### config.mk
export PLATFORM = sky130hd
export DESIGN_NAME = abx_exec
export DESIGN_NICKNAME = d
export VERILOG_FILES = /design/src/logic/abx_pkg.sv /design/src/logic/abx_alu.sv /design/src/logic/abx_exec.sv
export SDC_FILE = /design/constraint.sdc
export NUM_CORES = 1
export LEC_CHECK = 0
export BUFFER_PORTS_ARGS = -buffer_cell sky130_fd_sc_hd__buf_2
export CORE_ASPECT_RATIO = 1.5
export CORE_MARGIN = 8
export CORE_UTILIZATION = 35
export DETAILED_ROUTE_END_ITERATION = 8
export PLACE_DENSITY_LB_ADDON = 0.05
export SYNTH_ARGS = -nofsm -noshare
export SYNTH_HDL_FRONTEND = slang
export SYNTH_HIERARCHICAL = 1
export SYNTH_SLANG_ARGS = --single-unit
### constraint.sdc
create_clock -name clk_sys -period 5.8 [get_ports clk_sys]
set_input_delay 1.16 -clock clk_sys [delete_from_list [all_inputs] [get_ports clk_sys]]
set_output_delay 1.16 -clock clk_sys [all_outputs]
set_load 0.01 [all_outputs]
### src/logic/abx_pkg.sv
// Constants, types and decode helpers for the add / AND / bit-op execute block.
// Assumes a 14-bit instruction word and an 8-bit file register space with
// combinational read data; registers are reached over APB.
//
// Notes on behaviour
// - Add-immediate adds an 8-bit literal to W, writes W and updates carry, half-carry and Z.
// - Bit-clear forces bit b of file register f to zero and touches no flag.
// - Bit-set forces bit b of file register f to one and touches no flag.
// - Add-register adds W to file register f, sends the sum to the chosen place, sets all flags.
// - A byte-oriented result goes to W when the destination bit is 0, to f when it is 1.
// - AND-immediate ANDs W with an 8-bit literal into W and updates only Z.
// - AND-register ANDs W with f into the chosen destination and updates only Z.
// - Test-skip-if-zero skips the next instruction when bit b of f is 0, flags unchanged.
// - Test-skip-if-one skips the next instruction when bit b of f is 1, flags unchanged.
// - Byte-oriented words carry a 7-bit file address and one destination bit.
// - Bit-oriented words carry a 3-bit bit position beside the 7-bit file address.
// - An I/O register used as its own operand is read from the pin levels, not the latch.
// - When a skip test is true the extra second cycle runs as a no-operation.

package abx_pkg;

  ////////////////////////////////////////////////////////////////////////////
  // APB register map
  localparam logic [7:0]  OFF_CTRL       = 8'h00;
  localparam logic [7:0]  OFF_WREG       = 8'h04;
  localparam logic [7:0]  OFF_STAT       = 8'h08;
  localparam logic [7:0]  OFF_ICNT       = 8'h0C;
  localparam int          CTRL_EN_POS    = 0;
  localparam int          CTRL_CLR_POS   = 1;
  localparam int          STAT_C_POS     = 0;
  localparam int          STAT_HC_POS    = 1;
  localparam int          STAT_Z_POS     = 2;
  localparam int          STAT_SKIP_POS  = 3;
  localparam logic        RST_EXEC_EN    = 1'b1;
  localparam logic [7:0]  RST_WREG       = 8'h00;
  localparam logic [15:0] RST_ICNT       = 16'h0000;

  ////////////////////////////////////////////////////////////////////////////
  // Instruction word fields and opcodes
  localparam int         FILE_LSB        = 0;
  localparam int         DEST_POS        = 7;
  localparam int         BIT_LSB         = 7;
  localparam int         LIT_LSB         = 0;
  localparam logic [5:0] OPC_ADD_REG     = 6'h07;
  localparam logic [5:0] OPC_AND_REG     = 6'h05;
  localparam logic [3:0] OPC_BIT_CLEAR   = 4'h4;
  localparam logic [3:0] OPC_BIT_SET     = 4'h5;
  localparam logic [3:0] OPC_TEST_ZERO   = 4'h6;
  localparam logic [3:0] OPC_TEST_ONE    = 4'h7;
  localparam logic [4:0] OPC_ADD_IMM     = 5'h1F;
  localparam logic [5:0] OPC_AND_IMM     = 6'h39;

  typedef enum logic [3:0] {
    OP_NONE              = 4'b0000,
    OP_ADD_IMMEDIATE     = 4'b0001,
    OP_ADD_REGISTER      = 4'b0010,
    OP_AND_IMMEDIATE     = 4'b0011,
    OP_AND_REGISTER      = 4'b0100,
    OP_BIT_CLEAR         = 4'b0101,
    OP_BIT_SET           = 4'b0110,
    OP_TEST_SKIP_IF_ZERO = 4'b0111,
    OP_TEST_SKIP_IF_ONE  = 4'b1000
  } abx_op_t;

  typedef struct packed {
    abx_op_t    op;
    logic [6:0] file_addr;
    logic       dest_to_file;
    logic [2:0] bit_pos;
    logic [7:0] literal;
  } abx_instr_t;

  typedef struct packed {
    logic c;
    logic hc;
    logic z;
  } abx_flags_t;

  typedef struct packed {
    logic [7:0] value;
    abx_flags_t flags;
    logic       upd_carry;
    logic       upd_zero;
    logic       to_w;
    logic       to_file;
    logic       skip;
  } abx_alu_out_t;

  ////////////////////////////////////////////////////////////////////////////
  // Helpers
  function automatic abx_instr_t abx_decode(input logic [13:0] word);
    abx_instr_t d;
    d              = '0;
    d.op           = OP_NONE;
    d.file_addr    = word[FILE_LSB +: 7];
    d.dest_to_file = word[DEST_POS];
    d.bit_pos      = word[BIT_LSB +: 3];
    d.literal      = word[LIT_LSB +: 8];
    if (word[13:9] == OPC_ADD_IMM) d.op = OP_ADD_IMMEDIATE;
    else if (word[13:8] == OPC_AND_IMM) d.op = OP_AND_IMMEDIATE;
    else if (word[13:8] == OPC_ADD_REG) d.op = OP_ADD_REGISTER;
    else if (word[13:8] == OPC_AND_REG) d.op = OP_AND_REGISTER;
    else if (word[13:10] == OPC_BIT_CLEAR) d.op = OP_BIT_CLEAR;
    else if (word[13:10] == OPC_BIT_SET) d.op = OP_BIT_SET;
    else if (word[13:10] == OPC_TEST_ZERO) d.op = OP_TEST_SKIP_IF_ZERO;
    else if (word[13:10] == OPC_TEST_ONE) d.op = OP_TEST_SKIP_IF_ONE;
    return d;
  endfunction

  function automatic logic [7:0] abx_bit_mask(input logic [2:0] pos);
    return 8'h01 << pos;
  endfunction

endpackage

### src/logic/abx_alu.sv
// Combinational datapath for the add / AND / bit-op group.
// Assumes operands are already resolved (pin levels, forwarding) by the caller.

`timescale 1ns/1ps

module abx_alu (
  input  wire abx_pkg::abx_op_t      op,
  input  wire logic [7:0]            w_value,
  input  wire logic [7:0]            f_value,
  input  wire logic [7:0]            literal,
  input  wire logic [2:0]            bit_pos,
  input  wire logic                  dest_to_file,
  output abx_pkg::abx_alu_out_t      result
);

  logic [8:0] sum;
  logic [4:0] low_sum;
  logic [7:0] addend;
  logic [7:0] mask;

  always_comb begin
    addend  = (op == abx_pkg::OP_ADD_IMMEDIATE) ? literal : f_value;
    sum     = {1'b0, w_value} + {1'b0, addend};
    low_sum = {1'b0, w_value[3:0]} + {1'b0, addend[3:0]};
    mask    = abx_pkg::abx_bit_mask(bit_pos);
    result  = '0;
    case (op)
      abx_pkg::OP_ADD_IMMEDIATE: begin
        result.value     = sum[7:0];
        result.upd_carry = 1'b1;
        result.upd_zero  = 1'b1;
        result.to_w      = 1'b1;
      end
      abx_pkg::OP_ADD_REGISTER: begin
        result.value     = sum[7:0];
        result.upd_carry = 1'b1;
        result.upd_zero  = 1'b1;
        result.to_w      = !dest_to_file;
        result.to_file   = dest_to_file;
      end
      abx_pkg::OP_AND_IMMEDIATE: begin
        result.value    = w_value & literal;
        result.upd_zero = 1'b1;
        result.to_w     = 1'b1;
      end
      abx_pkg::OP_AND_REGISTER: begin
        result.value    = w_value & f_value;
        result.upd_zero = 1'b1;
        result.to_w     = !dest_to_file;
        result.to_file  = dest_to_file;
      end
      abx_pkg::OP_BIT_CLEAR: begin
        result.value   = f_value & ~mask;
        result.to_file = 1'b1;
      end
      abx_pkg::OP_BIT_SET: begin
        result.value   = f_value | mask;
        result.to_file = 1'b1;
      end
      abx_pkg::OP_TEST_SKIP_IF_ZERO: begin
        result.skip = ~|(f_value & mask);
      end
      abx_pkg::OP_TEST_SKIP_IF_ONE: begin
        result.skip = |(f_value & mask);
      end
      default: begin
        result = '0;
      end
    endcase
    result.flags.c  = sum[8];
    result.flags.hc = low_sum[4];
    result.flags.z  = (result.value == 8'h00);
  end

endmodule

### src/logic/abx_exec.sv
// Execute stage for the add / AND / bit-op group, with an APB register slave.
// Assumes the fetch logic presents one instruction word per cycle with
// instr_valid, honours skip_cycle by treating the next word as discarded, and
// that the file register space returns read data in the same cycle as file_rd_addr.
//
// Local design decisions: the APB interface to the registers and the register offsets.

`timescale 1ns/1ps

module abx_exec (
  input  wire logic        clk_sys,
  input  wire logic        reset_n,
  // Instruction from fetch
  input  wire logic        instr_valid,
  input  wire logic [13:0] instr_word,
  output logic             instr_taken,
  output logic             skip_cycle,
  // File register space
  output logic [6:0]       file_rd_addr,
  input  wire logic [7:0]  file_rd_data,
  input  wire logic        file_is_io,
  input  wire logic [7:0]  pin_level,
  output logic             file_wr_en,
  output logic [6:0]       file_wr_addr,
  output logic [7:0]       file_wr_data,
  // Working register and flags
  output logic [7:0]       w_value,
  output abx_pkg::abx_flags_t flags,
  // APB slave
  input  wire logic        psel,
  input  wire logic        penable,
  input  wire logic        pwrite,
  input  wire logic [7:0]  paddr,
  input  wire logic [31:0] pwdata,
  output logic [31:0]      prdata,
  output logic             pready,
  output logic             pslverr
);

  ////////////////////////////////////////////////////////////////////////////
  // Declarations
  abx_pkg::abx_instr_t   dec;
  abx_pkg::abx_alu_out_t alu;
  abx_pkg::abx_flags_t   flags_q;
  logic [7:0]            w_q;
  logic [7:0]            operand;
  logic                  skip_q;
  logic                  exec_en_q;
  logic                  take;
  logic                  wr_en_q;
  logic [6:0]            wr_addr_q;
  logic [7:0]            wr_data_q;
  logic [15:0]           icnt_q;
  logic [31:0]           prdata_q;
  logic                  apb_setup;
  logic                  apb_write;
  logic                  addr_hit;
  logic [31:0]           read_mux;

  ////////////////////////////////////////////////////////////////////////////
  // Decode and operand selection
  always_comb begin
    dec = abx_pkg::abx_decode(instr_word);
  end

  // A skipped slot is consumed as a no-operation whatever word is offered
  assign take         = instr_valid && exec_en_q && !skip_q;
  assign instr_taken  = take;
  assign skip_cycle   = skip_q;
  assign file_rd_addr = dec.file_addr;

  // Pin levels win over the latch for I/O registers; otherwise forward a
  // write still in flight so back-to-back instructions see the new value.
  always_comb begin
    if (file_is_io) begin
      operand = pin_level;
    end else if (wr_en_q && (wr_addr_q == dec.file_addr)) begin
      operand = wr_data_q;
    end else begin
      operand = file_rd_data;
    end
  end

  abx_alu u_alu (
    .op           (take ? dec.op : abx_pkg::OP_NONE),
    .w_value      (w_q),
    .f_value      (operand),
    .literal      (dec.literal),
    .bit_pos      (dec.bit_pos),
    .dest_to_file (dec.dest_to_file),
    .result       (alu)
  );

  ////////////////////////////////////////////////////////////////////////////
  // APB decode
  assign apb_setup = psel && !penable;
  assign apb_write = psel && penable && pwrite && addr_hit;
  assign pready    = 1'b1;
  assign pslverr   = psel && penable && !addr_hit;
  assign prdata    = prdata_q;

  always_comb begin
    addr_hit = 1'b1;
    read_mux = 32'h0000_0000;
    case (paddr)
      abx_pkg::OFF_CTRL: begin
        read_mux[abx_pkg::CTRL_EN_POS] = exec_en_q;
      end
      abx_pkg::OFF_WREG: begin
        read_mux[7:0] = w_q;
      end
      abx_pkg::OFF_STAT: begin
        read_mux[abx_pkg::STAT_C_POS]    = flags_q.c;
        read_mux[abx_pkg::STAT_HC_POS]   = flags_q.hc;
        read_mux[abx_pkg::STAT_Z_POS]    = flags_q.z;
        read_mux[abx_pkg::STAT_SKIP_POS] = skip_q;
      end
      abx_pkg::OFF_ICNT: begin
        read_mux[15:0] = icnt_q;
      end
      default: begin
        addr_hit = 1'b0;
      end
    endcase
  end

  // Read data is captured in the setup phase so prdata comes from a flop
  always_ff @(posedge clk_sys or negedge reset_n) begin
    if (!reset_n) begin
      prdata_q <= 32'h0000_0000;
    end else if (apb_setup) begin
      prdata_q <= read_mux;
    end
  end

  always_ff @(posedge clk_sys or negedge reset_n) begin
    if (!reset_n) begin
      exec_en_q <= abx_pkg::RST_EXEC_EN;
    end else if (apb_write && (paddr == abx_pkg::OFF_CTRL)) begin
      exec_en_q <= pwdata[abx_pkg::CTRL_EN_POS];
    end
  end

  ////////////////////////////////////////////////////////////////////////////
  // Working register: an executing instruction wins over a software write
  always_ff @(posedge clk_sys or negedge reset_n) begin
    if (!reset_n) begin
      w_q <= abx_pkg::RST_WREG;
    end else if (alu.to_w) begin
      w_q <= alu.value;
    end else if (apb_write && (paddr == abx_pkg::OFF_WREG)) begin
      w_q <= pwdata[7:0];
    end
  end

  ////////////////////////////////////////////////////////////////////////////
  // Flags: add updates all three, AND only Z, bit ops none
  always_ff @(posedge clk_sys or negedge reset_n) begin
    if (!reset_n) begin
      flags_q <= '0;
    end else if (alu.upd_carry || alu.upd_zero) begin
      if (alu.upd_carry) begin
        flags_q.c  <= alu.flags.c;
        flags_q.hc <= alu.flags.hc;
      end
      flags_q.z <= alu.flags.z;
    end else if (apb_write && (paddr == abx_pkg::OFF_STAT)) begin
      flags_q.c  <= pwdata[abx_pkg::STAT_C_POS];
      flags_q.hc <= pwdata[abx_pkg::STAT_HC_POS];
      flags_q.z  <= pwdata[abx_pkg::STAT_Z_POS];
    end
  end

  ////////////////////////////////////////////////////////////////////////////
  // File write-back, one cycle after the instruction is taken
  always_ff @(posedge clk_sys or negedge reset_n) begin
    if (!reset_n) begin
      wr_en_q   <= 1'b0;
      wr_addr_q <= 7'h00;
      wr_data_q <= 8'h00;
    end else begin
      wr_en_q <= alu.to_file;
      if (alu.to_file) begin
        wr_addr_q <= dec.file_addr;
        wr_data_q <= alu.value;
      end
    end
  end

  assign file_wr_en   = wr_en_q;
  assign file_wr_addr = wr_addr_q;
  assign file_wr_data = wr_data_q;
  assign w_value      = w_q;
  assign flags        = flags_q;

  ////////////////////////////////////////////////////////////////////////////
  // Skip: a true test turns the following slot into a no-operation
  always_ff @(posedge clk_sys or negedge reset_n) begin
    if (!reset_n) begin
      skip_q <= 1'b0;
    end else begin
      skip_q <= alu.skip;
    end
  end

  ////////////////////////////////////////////////////////////////////////////
  // Count of instructions executed from this group; wraps at 16 bits
  always_ff @(posedge clk_sys or negedge reset_n) begin
    if (!reset_n) begin
      icnt_q <= abx_pkg::RST_ICNT;
    end else if (apb_write && (paddr == abx_pkg::OFF_CTRL)
                 && pwdata[abx_pkg::CTRL_CLR_POS]) begin
      icnt_q <= abx_pkg::RST_ICNT;
    end else if (take && (dec.op != abx_pkg::OP_NONE)) begin
      icnt_q <= icnt_q + 16'h0001;
    end
  end

endmodule

# [Yosys cells after proc, flatten, opt, wreduce, memory -nomap -nowiden]
# Index checks and enable logic that the tools add are counted.
[word_totals] input_bits=77 ff_bits=61
[classes] bitwise_logic=6 n_mux=29 n_shift=1 n_eq_ne=21 n_reduce_logical=32 addsub=3
[ops] operator="$mux 8" count=6
[ops] operator="$pmux 8 s5" count=1
[ops] operator="$mux 4" count=9
[ops] operator="$and 8x8->8" count=4
[ops] operator="$eq 4x3->1 const B" count=8
[ops] operator="$mux 16" count=2
[ops] operator="$add 16x1->16 const B" count=1
[ops] operator="$eq 8x4->1 const B" count=2
[ops] operator="$logic_not 8->1" count=2
[ops] operator="$logic_and 1x1->1" count=13
[ops] operator="$eq 6x3->1 const B" count=2
[ops] operator="$add 8x8->9" count=1
[ops] operator="$pmux 3 s3" count=1
[ops] operator="$eq 4x2->1 const B" count=2
[ops] operator="$eq 8x3->1 const B" count=1
[ops] operator="$not 8->8" count=1
[ops] operator="$or 8x8->8" count=1
[ops] operator="$pmux 4 s2" count=1
[ops] operator="$reduce_or 2->1" count=4
[ops] operator="$reduce_or 8->1" count=1
[ops] operator="$shl 1x3->8 const A" count=1
[ops] operator="$eq 7x7->1" count=1
[ops] operator="$eq 6x6->1 const B" count=1
[ops] operator="$mux 3" count=2
[ops] operator="16 further kinds" count=24

# [Logic depth before layout (Yosys ltp)]
# Gate-level depths: netlist (run 1).
[logic_depth] depth_word=16 ltp_mapped=19 depth_no_buf=17

# [Modules after synthesis]
# The synthesis (run 1) kept the hierarchy.
[modules_own_cells] mod="abx_exec" area_each_um2=3662.3 cells_per_inst=400 n_inst=1 seq_area_each_um2=1527.7
[modules_own_cells] mod="abx_alu" area_each_um2=1049.8 cells_per_inst=141 n_inst=1 seq_area_each_um2=0.0

# [Least setup slack after synthesis (run 1)]
# Ideal clock, no wire load.
[synth_timing] kind="input -> register" from="input port instr_word[10]" to="register flags_q, in the netlist flags[0]" setup_time_ns=0.077 cell_stages=16 t_required_ns=5.723 path_slack_ns=0.498 arrival_time_ns=5.224 cell_sequence="clkbuf_1 or3b_2 a21oi_1 o211a_1 buf_2 nor4b_2 mux2_2 ha_1 a211oi_1 nor2_1 xor2_1 a211o_1 or4_1 nor4_2 nor2_1 a21oi_1"
[synth_lines] element="start: declaration" line_no="abx_exec.sv:15" source="input wire logic [13:0] instr_word,"
[synth_lines] element="end: declaration" line_no="abx_exec.sv:44" source="abx_pkg::abx_flags_t flags_q;"

==> impl_metrics.yaml, run 1 <==
synth:
  synth_cells: 541
  compound_gate_portion_of_the_synthesized_area_pct: 20.7
  post_synth_mux_area_share_pct: 8.95
  synth-simple-area-share_pct: 21.8
  async_reset_ff_share_pct: 100
  synth_area_per_cell_um2: 8.71
  synth_top_flop_cell: "sky130_fd_sc_hd__dfrtp_1"
  synth_seq_area_share_pct: 32.4
  synth.ff_latch_count: 61
  synth.top_cells.by_area: "sky130_fd_sc_hd__dfrtp_1 32%, sky130_fd_sc_hd__nand2_1 4.9%, sky130_fd_sc_hd__mux2_2 4.5%"
  yosysTopAreaCell: "sky130_fd_sc_hd__dfrtp_1"
  synth_top_family_by_area: "simple AND/OR/NAND/NOR gates"
  post_synth_instance_area_mm2: 0.00471
  yosys.area_share.xor_xnor_pct: 2.79
  yosys.area_share.adder_pct: 3.35
  ys_warn_count: 6
  synth_edf_count: 0
  synth_largest_type_area_fraction_pct: 31.9
  synth_cell_types: 69
routing:
  remaining_drc_errors: 0
  drt_pass1_iterations: 4
  wl_per_cell_um: 19.7
  first_drt_iteration_drcs: 249
  detail-route-antenna-nets: 0
  drt-total-wl_um: 15900
  route.vias.total: 4497
  route.detailed.vias_per_inst: 5.57
setup_path:
  worst-path-buf-inv: 2
  critical_path_peak_fanout: 11
  cpPeakStageDelay_ps: 510
  reg2reg_depth: 17
  depth_of_the_critical_timing_path_with_buffers_and_inverters_included: 16
  startpoint_type: "input pin"
  data_required_time_at_the_worst_endpoint_ps: 6060
  worst-endpoint-arrival_ps: 5100
  crit_family: "simple AND/OR/NAND/NOR gates"
  crit_type: "input pin to flip-flop"
  timing.critical_path.slowest_stage_cell: "sky130_fd_sc_hd__or3b_2"
  path_cells: "buf_2 > or3b_2 > a21oi_1 > o211a_1 > nor4b_2 > buf_4 > mux2_2 > ha_1 > a211oi_1 > nor2_1 > xor2_1 > a211o_1 > or4_1 > nor4_2 > nor2_1 > a21oi_1"
  worstSetupEndpointType: "flip-flop"
floorplan:
  horiz_die_dim_um: 111
  initial_utilization_pct: 35.3
  row_count: 52
  floorplan.io_pins: 147
  floorplan.core_area_mm2: 0.0133
  floorplan.die.height_um: 158
  die_area_mm2: 0.0175
cells_and_area:
  fillerInstances: 1346
  fin_util_pct: 42.2
  antenna_cells_inserted: 0
  num-nets-final: 729
  final_cell_count_no_fill: 807
  syn_to_final_growth_pct: 19.4
  post_route_cells_drive_above_1_share_pct: 28.7
  stdcell_area_mm2: 0.00563
clock_tree:
  insertion_delay_ps: 340
  cts_root_buf: "sky130_fd_sc_hd__clkbuf_16"
  clock_sink_count: 61
  htree_levels: 3
  post_cts_hold_buffer_count: 0
  clockBufferDepth: 2
  post-cts-setup-buffers: 0
  clk_pin_slew_ps: 60
  cts-buffers-inserted: 9
  number_of_gates_given_a_new_drive_strength_after_cts: 0
  tritoncts: "done"
sta:
  min_period_ps: 4840
  hold_violations: 0
  slew_headroom_pct: 37.0
  report.final.setup_viol: 0
  postLayoutSetupSlackWorst_ps: 960
  setup_tns_ps: 0
  timing.fmax_mhz: 207
  max_slew_vio_count: 0
  fin_hold_ws_ps: 466
  timing_worst_slew_pin_value_ps: 942
  final_min_period_over_clock_period_pct: 83.4
  skew_ps: 8.98
  rsz0062_at_grt: "no"
flow_run:
  drv.max_cap_violation_count: 0
global_routing:
  grt_usage_pct: 18.2
  grt_antenna_before_repair: 0
  grt_pass1_vias: 4737
  grt_max_degree: 62
  grt_remaining_overflow: 0
  grt_pass1_wl_um: 25400
placed_design:
  dp.cells: 791
  placement.io_buffers: 105
  routabilityCongestion: 0.933
  place_worst_setup_slack_ps: 573
  place.detailed.hpwl_um: 12500
  place_area_mm2: 0.00533
status:
  status: "completed"
power:
  power.density_cell_area_mw_per_mm2: 200
  p_total_mw: 1.13
  power_leakage_nw: 2.73
  worst_ir_drop_vdd_mv: 0.128
worst_hold_path:
  min_path_type: "flip-flop to flip-flop"
  number_of_cells_traversed_by_the_worst_hold_path: 2
[metal layers]
layer / vias up / track usage, % / share of wire (%)
li1: 2159 / - / -
met1: 2149 / 18.1 / 38
met2: 155 / 34.8 / 54
met3: 34 / 3.83 / 4.4
met4: 0 / 9.17 / 3.8
met5: - / 0 / 0
[cells in the final DEF (no fill, tap or decap), types with 5 or more instances in the layout]
cell type | synthesis | final
sky130_fd_sc_hd__nor2_1 | 22 | 22
sky130_fd_sc_hd__nand2b_1 | 8 | 8
sky130_fd_sc_hd__mux2_2 | 19 | 19
sky130_fd_sc_hd__buf_2 | 10 | 105
sky130_fd_sc_hd__conb_1 | 2 | 17
sky130_fd_sc_hd__nor2b_1 | 12 | 12
sky130_fd_sc_hd__nor3b_1 | 6 | 6
sky130_fd_sc_hd__xnor2_1 | 10 | 10
sky130_fd_sc_hd__nor3_1 | 7 | 6
sky130_fd_sc_hd__nand3_1 | 21 | 21
sky130_fd_sc_hd__ha_1 | 11 | 11
sky130_fd_sc_hd__dfrtp_1 | 60 | 60
sky130_fd_sc_hd__a21oi_1 | 25 | 25
sky130_fd_sc_hd__xor2_1 | 5 | 5
sky130_fd_sc_hd__or4_1 | 6 | 6
sky130_fd_sc_hd__o41ai_1 | 7 | 7
sky130_fd_sc_hd__o21ai_0 | 42 | 42
sky130_fd_sc_hd__clkbuf_16 | 0 | 9
sky130_fd_sc_hd__o2111ai_1 | 10 | 10
sky130_fd_sc_hd__nand2_1 | 61 | 61
sky130_fd_sc_hd__o311ai_0 | 8 | 8
sky130_fd_sc_hd__a32oi_1 | 7 | 7
sky130_fd_sc_hd__and3_1 | 7 | 7
sky130_fd_sc_hd__mux2i_1 | 14 | 14
sky130_fd_sc_hd__nand4_1 | 10 | 10
sky130_fd_sc_hd__o31ai_1 | 14 | 14
sky130_fd_sc_hd__a21o_1 | 7 | 7
sky130_fd_sc_hd__inv_1 | 26 | 26
sky130_fd_sc_hd__buf_4 | 25 | 24
[worst paths after layout]
kind	slack, ps	end	from
min in group asynchronous	1000	icnt_q[13]	reset_n
hold reg to reg	470	prdata[8]	prdata[8]
max in group asynchronous	4250	prdata[1]	reset_n
setup reg to reg	1550	flags[0]	file_wr_addr[3]
setup / recovery	960	flags[0]	instr_word[10]
hold / removal	470	prdata[8]	prdata[8]
[synth_stat cells (5+ instances only)]
| master | count |
|---|---|
| sky130_fd_sc_hd__a21o_1 | 7 |
| sky130_fd_sc_hd__nor2_1 | 22 |
| sky130_fd_sc_hd__a32oi_1 | 7 |
| sky130_fd_sc_hd__and3_1 | 7 |
| sky130_fd_sc_hd__nand2_1 | 61 |
| sky130_fd_sc_hd__dfrtp_1 | 60 |
| sky130_fd_sc_hd__ha_1 | 11 |
| sky130_fd_sc_hd__inv_1 | 26 |
| sky130_fd_sc_hd__xnor2_1 | 10 |
| sky130_fd_sc_hd__o21ai_0 | 42 |
| sky130_fd_sc_hd__o311ai_0 | 8 |
| sky130_fd_sc_hd__xor2_1 | 5 |
| sky130_fd_sc_hd__nor3b_1 | 6 |
| sky130_fd_sc_hd__nand4_1 | 10 |
| sky130_fd_sc_hd__clkbuf_1 | 15 |
| sky130_fd_sc_hd__nor3_1 | 7 |
| sky130_fd_sc_hd__nand3_1 | 21 |
| sky130_fd_sc_hd__o41ai_1 | 7 |
| sky130_fd_sc_hd__or4_1 | 6 |
| sky130_fd_sc_hd__a21oi_1 | 25 |
| sky130_fd_sc_hd__nand2b_1 | 8 |
| sky130_fd_sc_hd__nor2b_1 | 12 |
| sky130_fd_sc_hd__o2111ai_1 | 10 |
| sky130_fd_sc_hd__buf_4 | 25 |
| sky130_fd_sc_hd__o31ai_1 | 14 |
| sky130_fd_sc_hd__mux2_2 | 19 |
| sky130_fd_sc_hd__buf_2 | 10 |
| sky130_fd_sc_hd__mux2i_1 | 14 |
[power by group]
part / internal (mW) / total [mW] / switching [mW]
clock network: 0.344 / 0.543 / 0.200
registers: 0.432 / 0.439 / 0.00650
logic: 0.0556 / 0.145 / 0.0898
total: 0.831 / 1.13 / 0.296
[worst register-to-register path: cells and delay by family (launching register included)]
kind / cells / cell delay (ps)
AO/OA/AOI/OAI: 5 / 1260
XOR/XNOR: 2 / 260
adder cells (fa/ha/maj): 2 / 580
buffers and inverters: 2 / 270
flip-flops: 1 / 400
multiplexers: 1 / 140
AND/OR/NAND/NOR: 5 / 1270
[cell families after synthesis]
family / Yosys count
compound gates: 145
xor+xnor: 15
fa+ha+maj: 12
buf+inv: 83
flops: 61
mux: 36
other cells: 2
simple gates: 187
[area by class of cell]
cell class / count / area [um^2] / area share [%]
Tap cell: 162 / 203 / 3.60
Clock inverter: 4 / 48.8 / 0.867
Inverter: 27 / 101 / 1.80
Multi-Input combinational cell: 412 / 2800 / 49.7
Sequential cell: 61 / 1530 / 27.1
Timing Repair Buffer: 129 / 706 / 12.5
Clock buffer: 12 / 246 / 4.38
[sequential cells by signal, indices dropped and copies added (netlist names)]
| register | flops |
|---|---|
| skip_cycle | 1 |
| file_wr_addr | 7 |
| flags | 3 |
| exec_en_q | 1 |
| file_wr_data | 8 |
| prdata | 16 |
| file_wr_en | 1 |
| icnt_q | 16 |
| w_value | 8 |
Note: power is estimated with default switching activity, not from simulation.
==> run 2: changes to the inputs <==
Settings changed: ABC_AREA set to 1.
Clock period 5.8 ns to 4.8 ns, I/O delays scaled along.
==> run 2 against run 1 <==
  * Critical path depth rose by 7
  * Non-clock buffer count fell by 14
  * Count of clock-buffer cells in the layout fell by 1
  * Total power rose by 47%
  * Worst setup slack got worse by 15 ps
  * Clock skew fell by 2.2 ps
  * Synthesized cell count rose by 43%
  * Critical path type unchanged
  * Largest power group unchanged
==> impl_metrics.yaml, run 2 <==
status:
  status: "completed"
sta:
  max_slew_vio_count: 0
  slew_headroom_pct: 31.4
  skew_ps: 6.74
  hold_violations: 0
  rsz0062_at_grt: "no"
  min_period_ps: 3860
  final_min_period_over_clock_period_pct: 80.3
  timing.fmax_mhz: 259
  setup_tns_ps: 0
  timing_worst_slew_pin_value_ps: 1030
  report.final.setup_viol: 0
synth:
  synth_cells: 775
  compound_gate_portion_of_the_synthesized_area_pct: 9.34
  synth_area_per_cell_um2: 6.61
  synth_top_flop_cell: "sky130_fd_sc_hd__dfrtp_1"
  post_synth_most_frequent_cells: "224 x sky130_fd_sc_hd__nand2_1, 101 x sky130_fd_sc_hd__nand3_1, 100 x sky130_fd_sc_hd__inv_1"
  synth_most_common_cell: "sky130_fd_sc_hd__nand2_1"
  post_synth_mux_area_share_pct: 0.880
  synth-simple-area-share_pct: 40.0
  async_reset_ff_share_pct: 100
  synth_largest_type_area_fraction_pct: 29.3
  synth_cell_types: 43
  ys_warn_count: 6
  yosysTopAreaCell: "sky130_fd_sc_hd__dfrtp_1"
  synth_seq_area_share_pct: 29.8
  synth_edf_count: 0
  synth.top_cells.by_area: "sky130_fd_sc_hd__dfrtp_1 29%, sky130_fd_sc_hd__nand2_1 16%, sky130_fd_sc_hd__nand3_1 9.9%"
  post_synth_instance_area_mm2: 0.00512
  yosys.area_share.adder_pct: 3.08
  synth_top_family_by_area: "simple AND/OR/NAND/NOR gates"
  synth.ff_latch_count: 61
  yosys.area_share.xor_xnor_pct: 2.57
clock_tree:
  post_cts_hold_buffer_count: 0
  clk_pin_slew_ps: 50
  clock_sink_count: 61
  cts_root_buf: "sky130_fd_sc_hd__clkbuf_16"
  clockBufferDepth: 2
  insertion_delay_ps: 330
  post-cts-setup-buffers: 0
  number_of_gates_given_a_new_drive_strength_after_cts: 0
  cts-buffers-inserted: 9
  tritoncts: "done"
  htree_levels: 3
floorplan:
  initial_utilization_pct: 35.4
  row_count: 54
  die_area_mm2: 0.0188
  floorplan.core_area_mm2: 0.0145
  floorplan.die.height_um: 164
  horiz_die_dim_um: 115
  floorplan.io_pins: 147
routing:
  detail-route-antenna-nets: 0
  drt_pass1_iterations: 8
  wl_per_cell_um: 16.0
  drt-total-wl_um: 17300
  first_drt_iteration_drcs: 274
  remaining_drc_errors: 0
  route.vias.total: 5163
  route.detailed.vias_per_inst: 4.80
placed_design:
  placement.io_buffers: 105
  place.detailed.hpwl_um: 14000
  place_area_mm2: 0.00572
  routabilityCongestion: 0.877
power:
  worst_ir_drop_vdd_mv: 0.189
  power.density_cell_area_mw_per_mm2: 273
  power_leakage_nw: 3.33
global_routing:
  grt_antenna_before_repair: 0
  grt_remaining_overflow: 0
  met1_usage_pct: 18.8
  grt_pass1_wl_um: 27500
  global_route.usage.met3_pct: 3.42
  groute.layer.met2.usage_pct: 36.6
  grt_max_degree: 41
  gr-max-usage-layer: "met2"
  grt_usage_pct: 18.8
  grt_pass1_vias: 5402
cells_and_area:
  syn_to_final_growth_pct: 18.6
  stdcell_area_mm2: 0.00607
  antenna_cells_inserted: 0
  fillerInstances: 1616
  multi_input_comb_area_mm2: 0.00292
  post_route_cells_drive_above_1_share_pct: 21.5
  layout_commonest_cell: "sky130_fd_sc_hd__nand2_1"
  register_area_mm2: 0.00153
  layout_common_cells: "224 x sky130_fd_sc_hd__nand2_1, 105 x sky130_fd_sc_hd__buf_2, 101 x sky130_fd_sc_hd__nand3_1, 100 x sky130_fd_sc_hd__inv_1, 66 x sky130_fd_sc_hd__nor2_1"
  num-nets-final: 964
setup_path:
  path_cells: "buf_2 > inv_1 > nor2_2 > nand3_1 > nand3_1 > nand2_2 > inv_1 > nor2_1 > nand2_1 > buf_4 > mux2_2 > ha_1 > nand2_1 > inv_1 > a21oi_1 > nand3_1 > nand3_1 > nand2_1 > nor2_1 > nand2_1 > nor2_1 > nand2_1 > o211ai_1"
  cpMostUsedCell: "sky130_fd_sc_hd__nand2_1"
  worstSetupEndpointType: "flip-flop"
  worst-path-buf-inv: 5
  critical_path_peak_fanout: 11
  cpPeakStageDelay_ps: 380
  crit_type: "input pin to flip-flop"
  crit_family: "simple AND/OR/NAND/NOR gates"
  worst-endpoint-arrival_ps: 4100
  startpoint_type: "input pin"
  timing.critical_path.slowest_stage_cell: "sky130_fd_sc_hd__mux2_2"
  data_required_time_at_the_worst_endpoint_ps: 5050
flow_run:
  drv.max_cap_violation_count: 0
worst_hold_path:
  min_path_type: "flip-flop to flip-flop"
run 2: cell count changes after synthesis, sizes merged, moves of 10 or more:
cell / delta
nand2: +170
mux2i: -14
clkbuf: -10
o211ai: +10
o31ai: -12
inv: +84
mux2: -15
nand3: +94
a21oi: -12
nor2b: -12
o2111ai: -10
nor2: +57
run 2: per-stage QoR:
| step | cells | power, mW | util [%] | setup slack [ps] | hold WS (ps) |
|---|---|---|---|---|---|
| 3_5_place_dp | 1060 | 0.889 | 39.6 | 556 | 464 |
| 3_3_place_gp | 1060 | 0.887 | 39.6 | 629 | 467 |
| 5_1_grt | 1076 | 1.74 | 42.0 | 504 | 511 |
| 2_1_floorplan | 790 | 0.768 | - | 998 | 504 |
| 4_1_cts | 1076 | 1.68 | 42.0 | 904 | 477 |
| 6_report | 1076 | 1.66 | 42.0 | 945 | 474 |
run 2: final timing paths:
kind,start,endpoint,slack [ps],cells after the start
min in group asynchronous,reset_n,icnt_q[13],790,1
worst min-delay path,prdata[5],prdata[5],470,2
worst max register to register,exec_en_q,flags[0],1220,21
worst max-delay path,instr_word[8],flags[0],940,23
max in group asynchronous,reset_n,icnt_q[7],3130,2
worst min register to register,prdata[5],prdata[5],470,2
run 2: layer usage:
metal  part of all wire [%]  wire length, um  up-vias
met2                     55             9500      131
met4                    3.1              531        0
met3                    4.8              822       26
li1                       -                -     2638
met5                      0                0        -
met1                     37             6400     2368
run 2: final cells by class:
| cell class | instances | area share [%] |
|---|---|---|
| timing repair buffer | 115 | 9.89 |
| multi-input combinational | 575 | 48.2 |
| tap | 196 | 4.04 |
| inverter | 113 | 6.99 |
| clock inverter | 5 | 1.75 |
| sequential | 61 | 25.2 |
| clock buffer | 11 | 4.00 |
run 2: power by group:
part / leakage [nW] / switching, mW / internal, mW
Sequential: 0.768 / 0.0416 / 0.542
Combinational: 2.39 / 0.189 / 0.106
Clock: 0.166 / 0.254 / 0.524
run 2: logic make-up after synthesis:
group           after synthesis
xor+xnor                     15
flops                        61
fa+ha+maj                    12
simple gates                446
buf+inv                     154
compound gates               81
other cells                   2
mux                           4
run 2: worst min-delay path, delay by kind of cell, from the launching register on:
family | cells | cell delay, ps
flip-flops | 1 | 330
AND/OR/NAND/NOR | 2 | 100
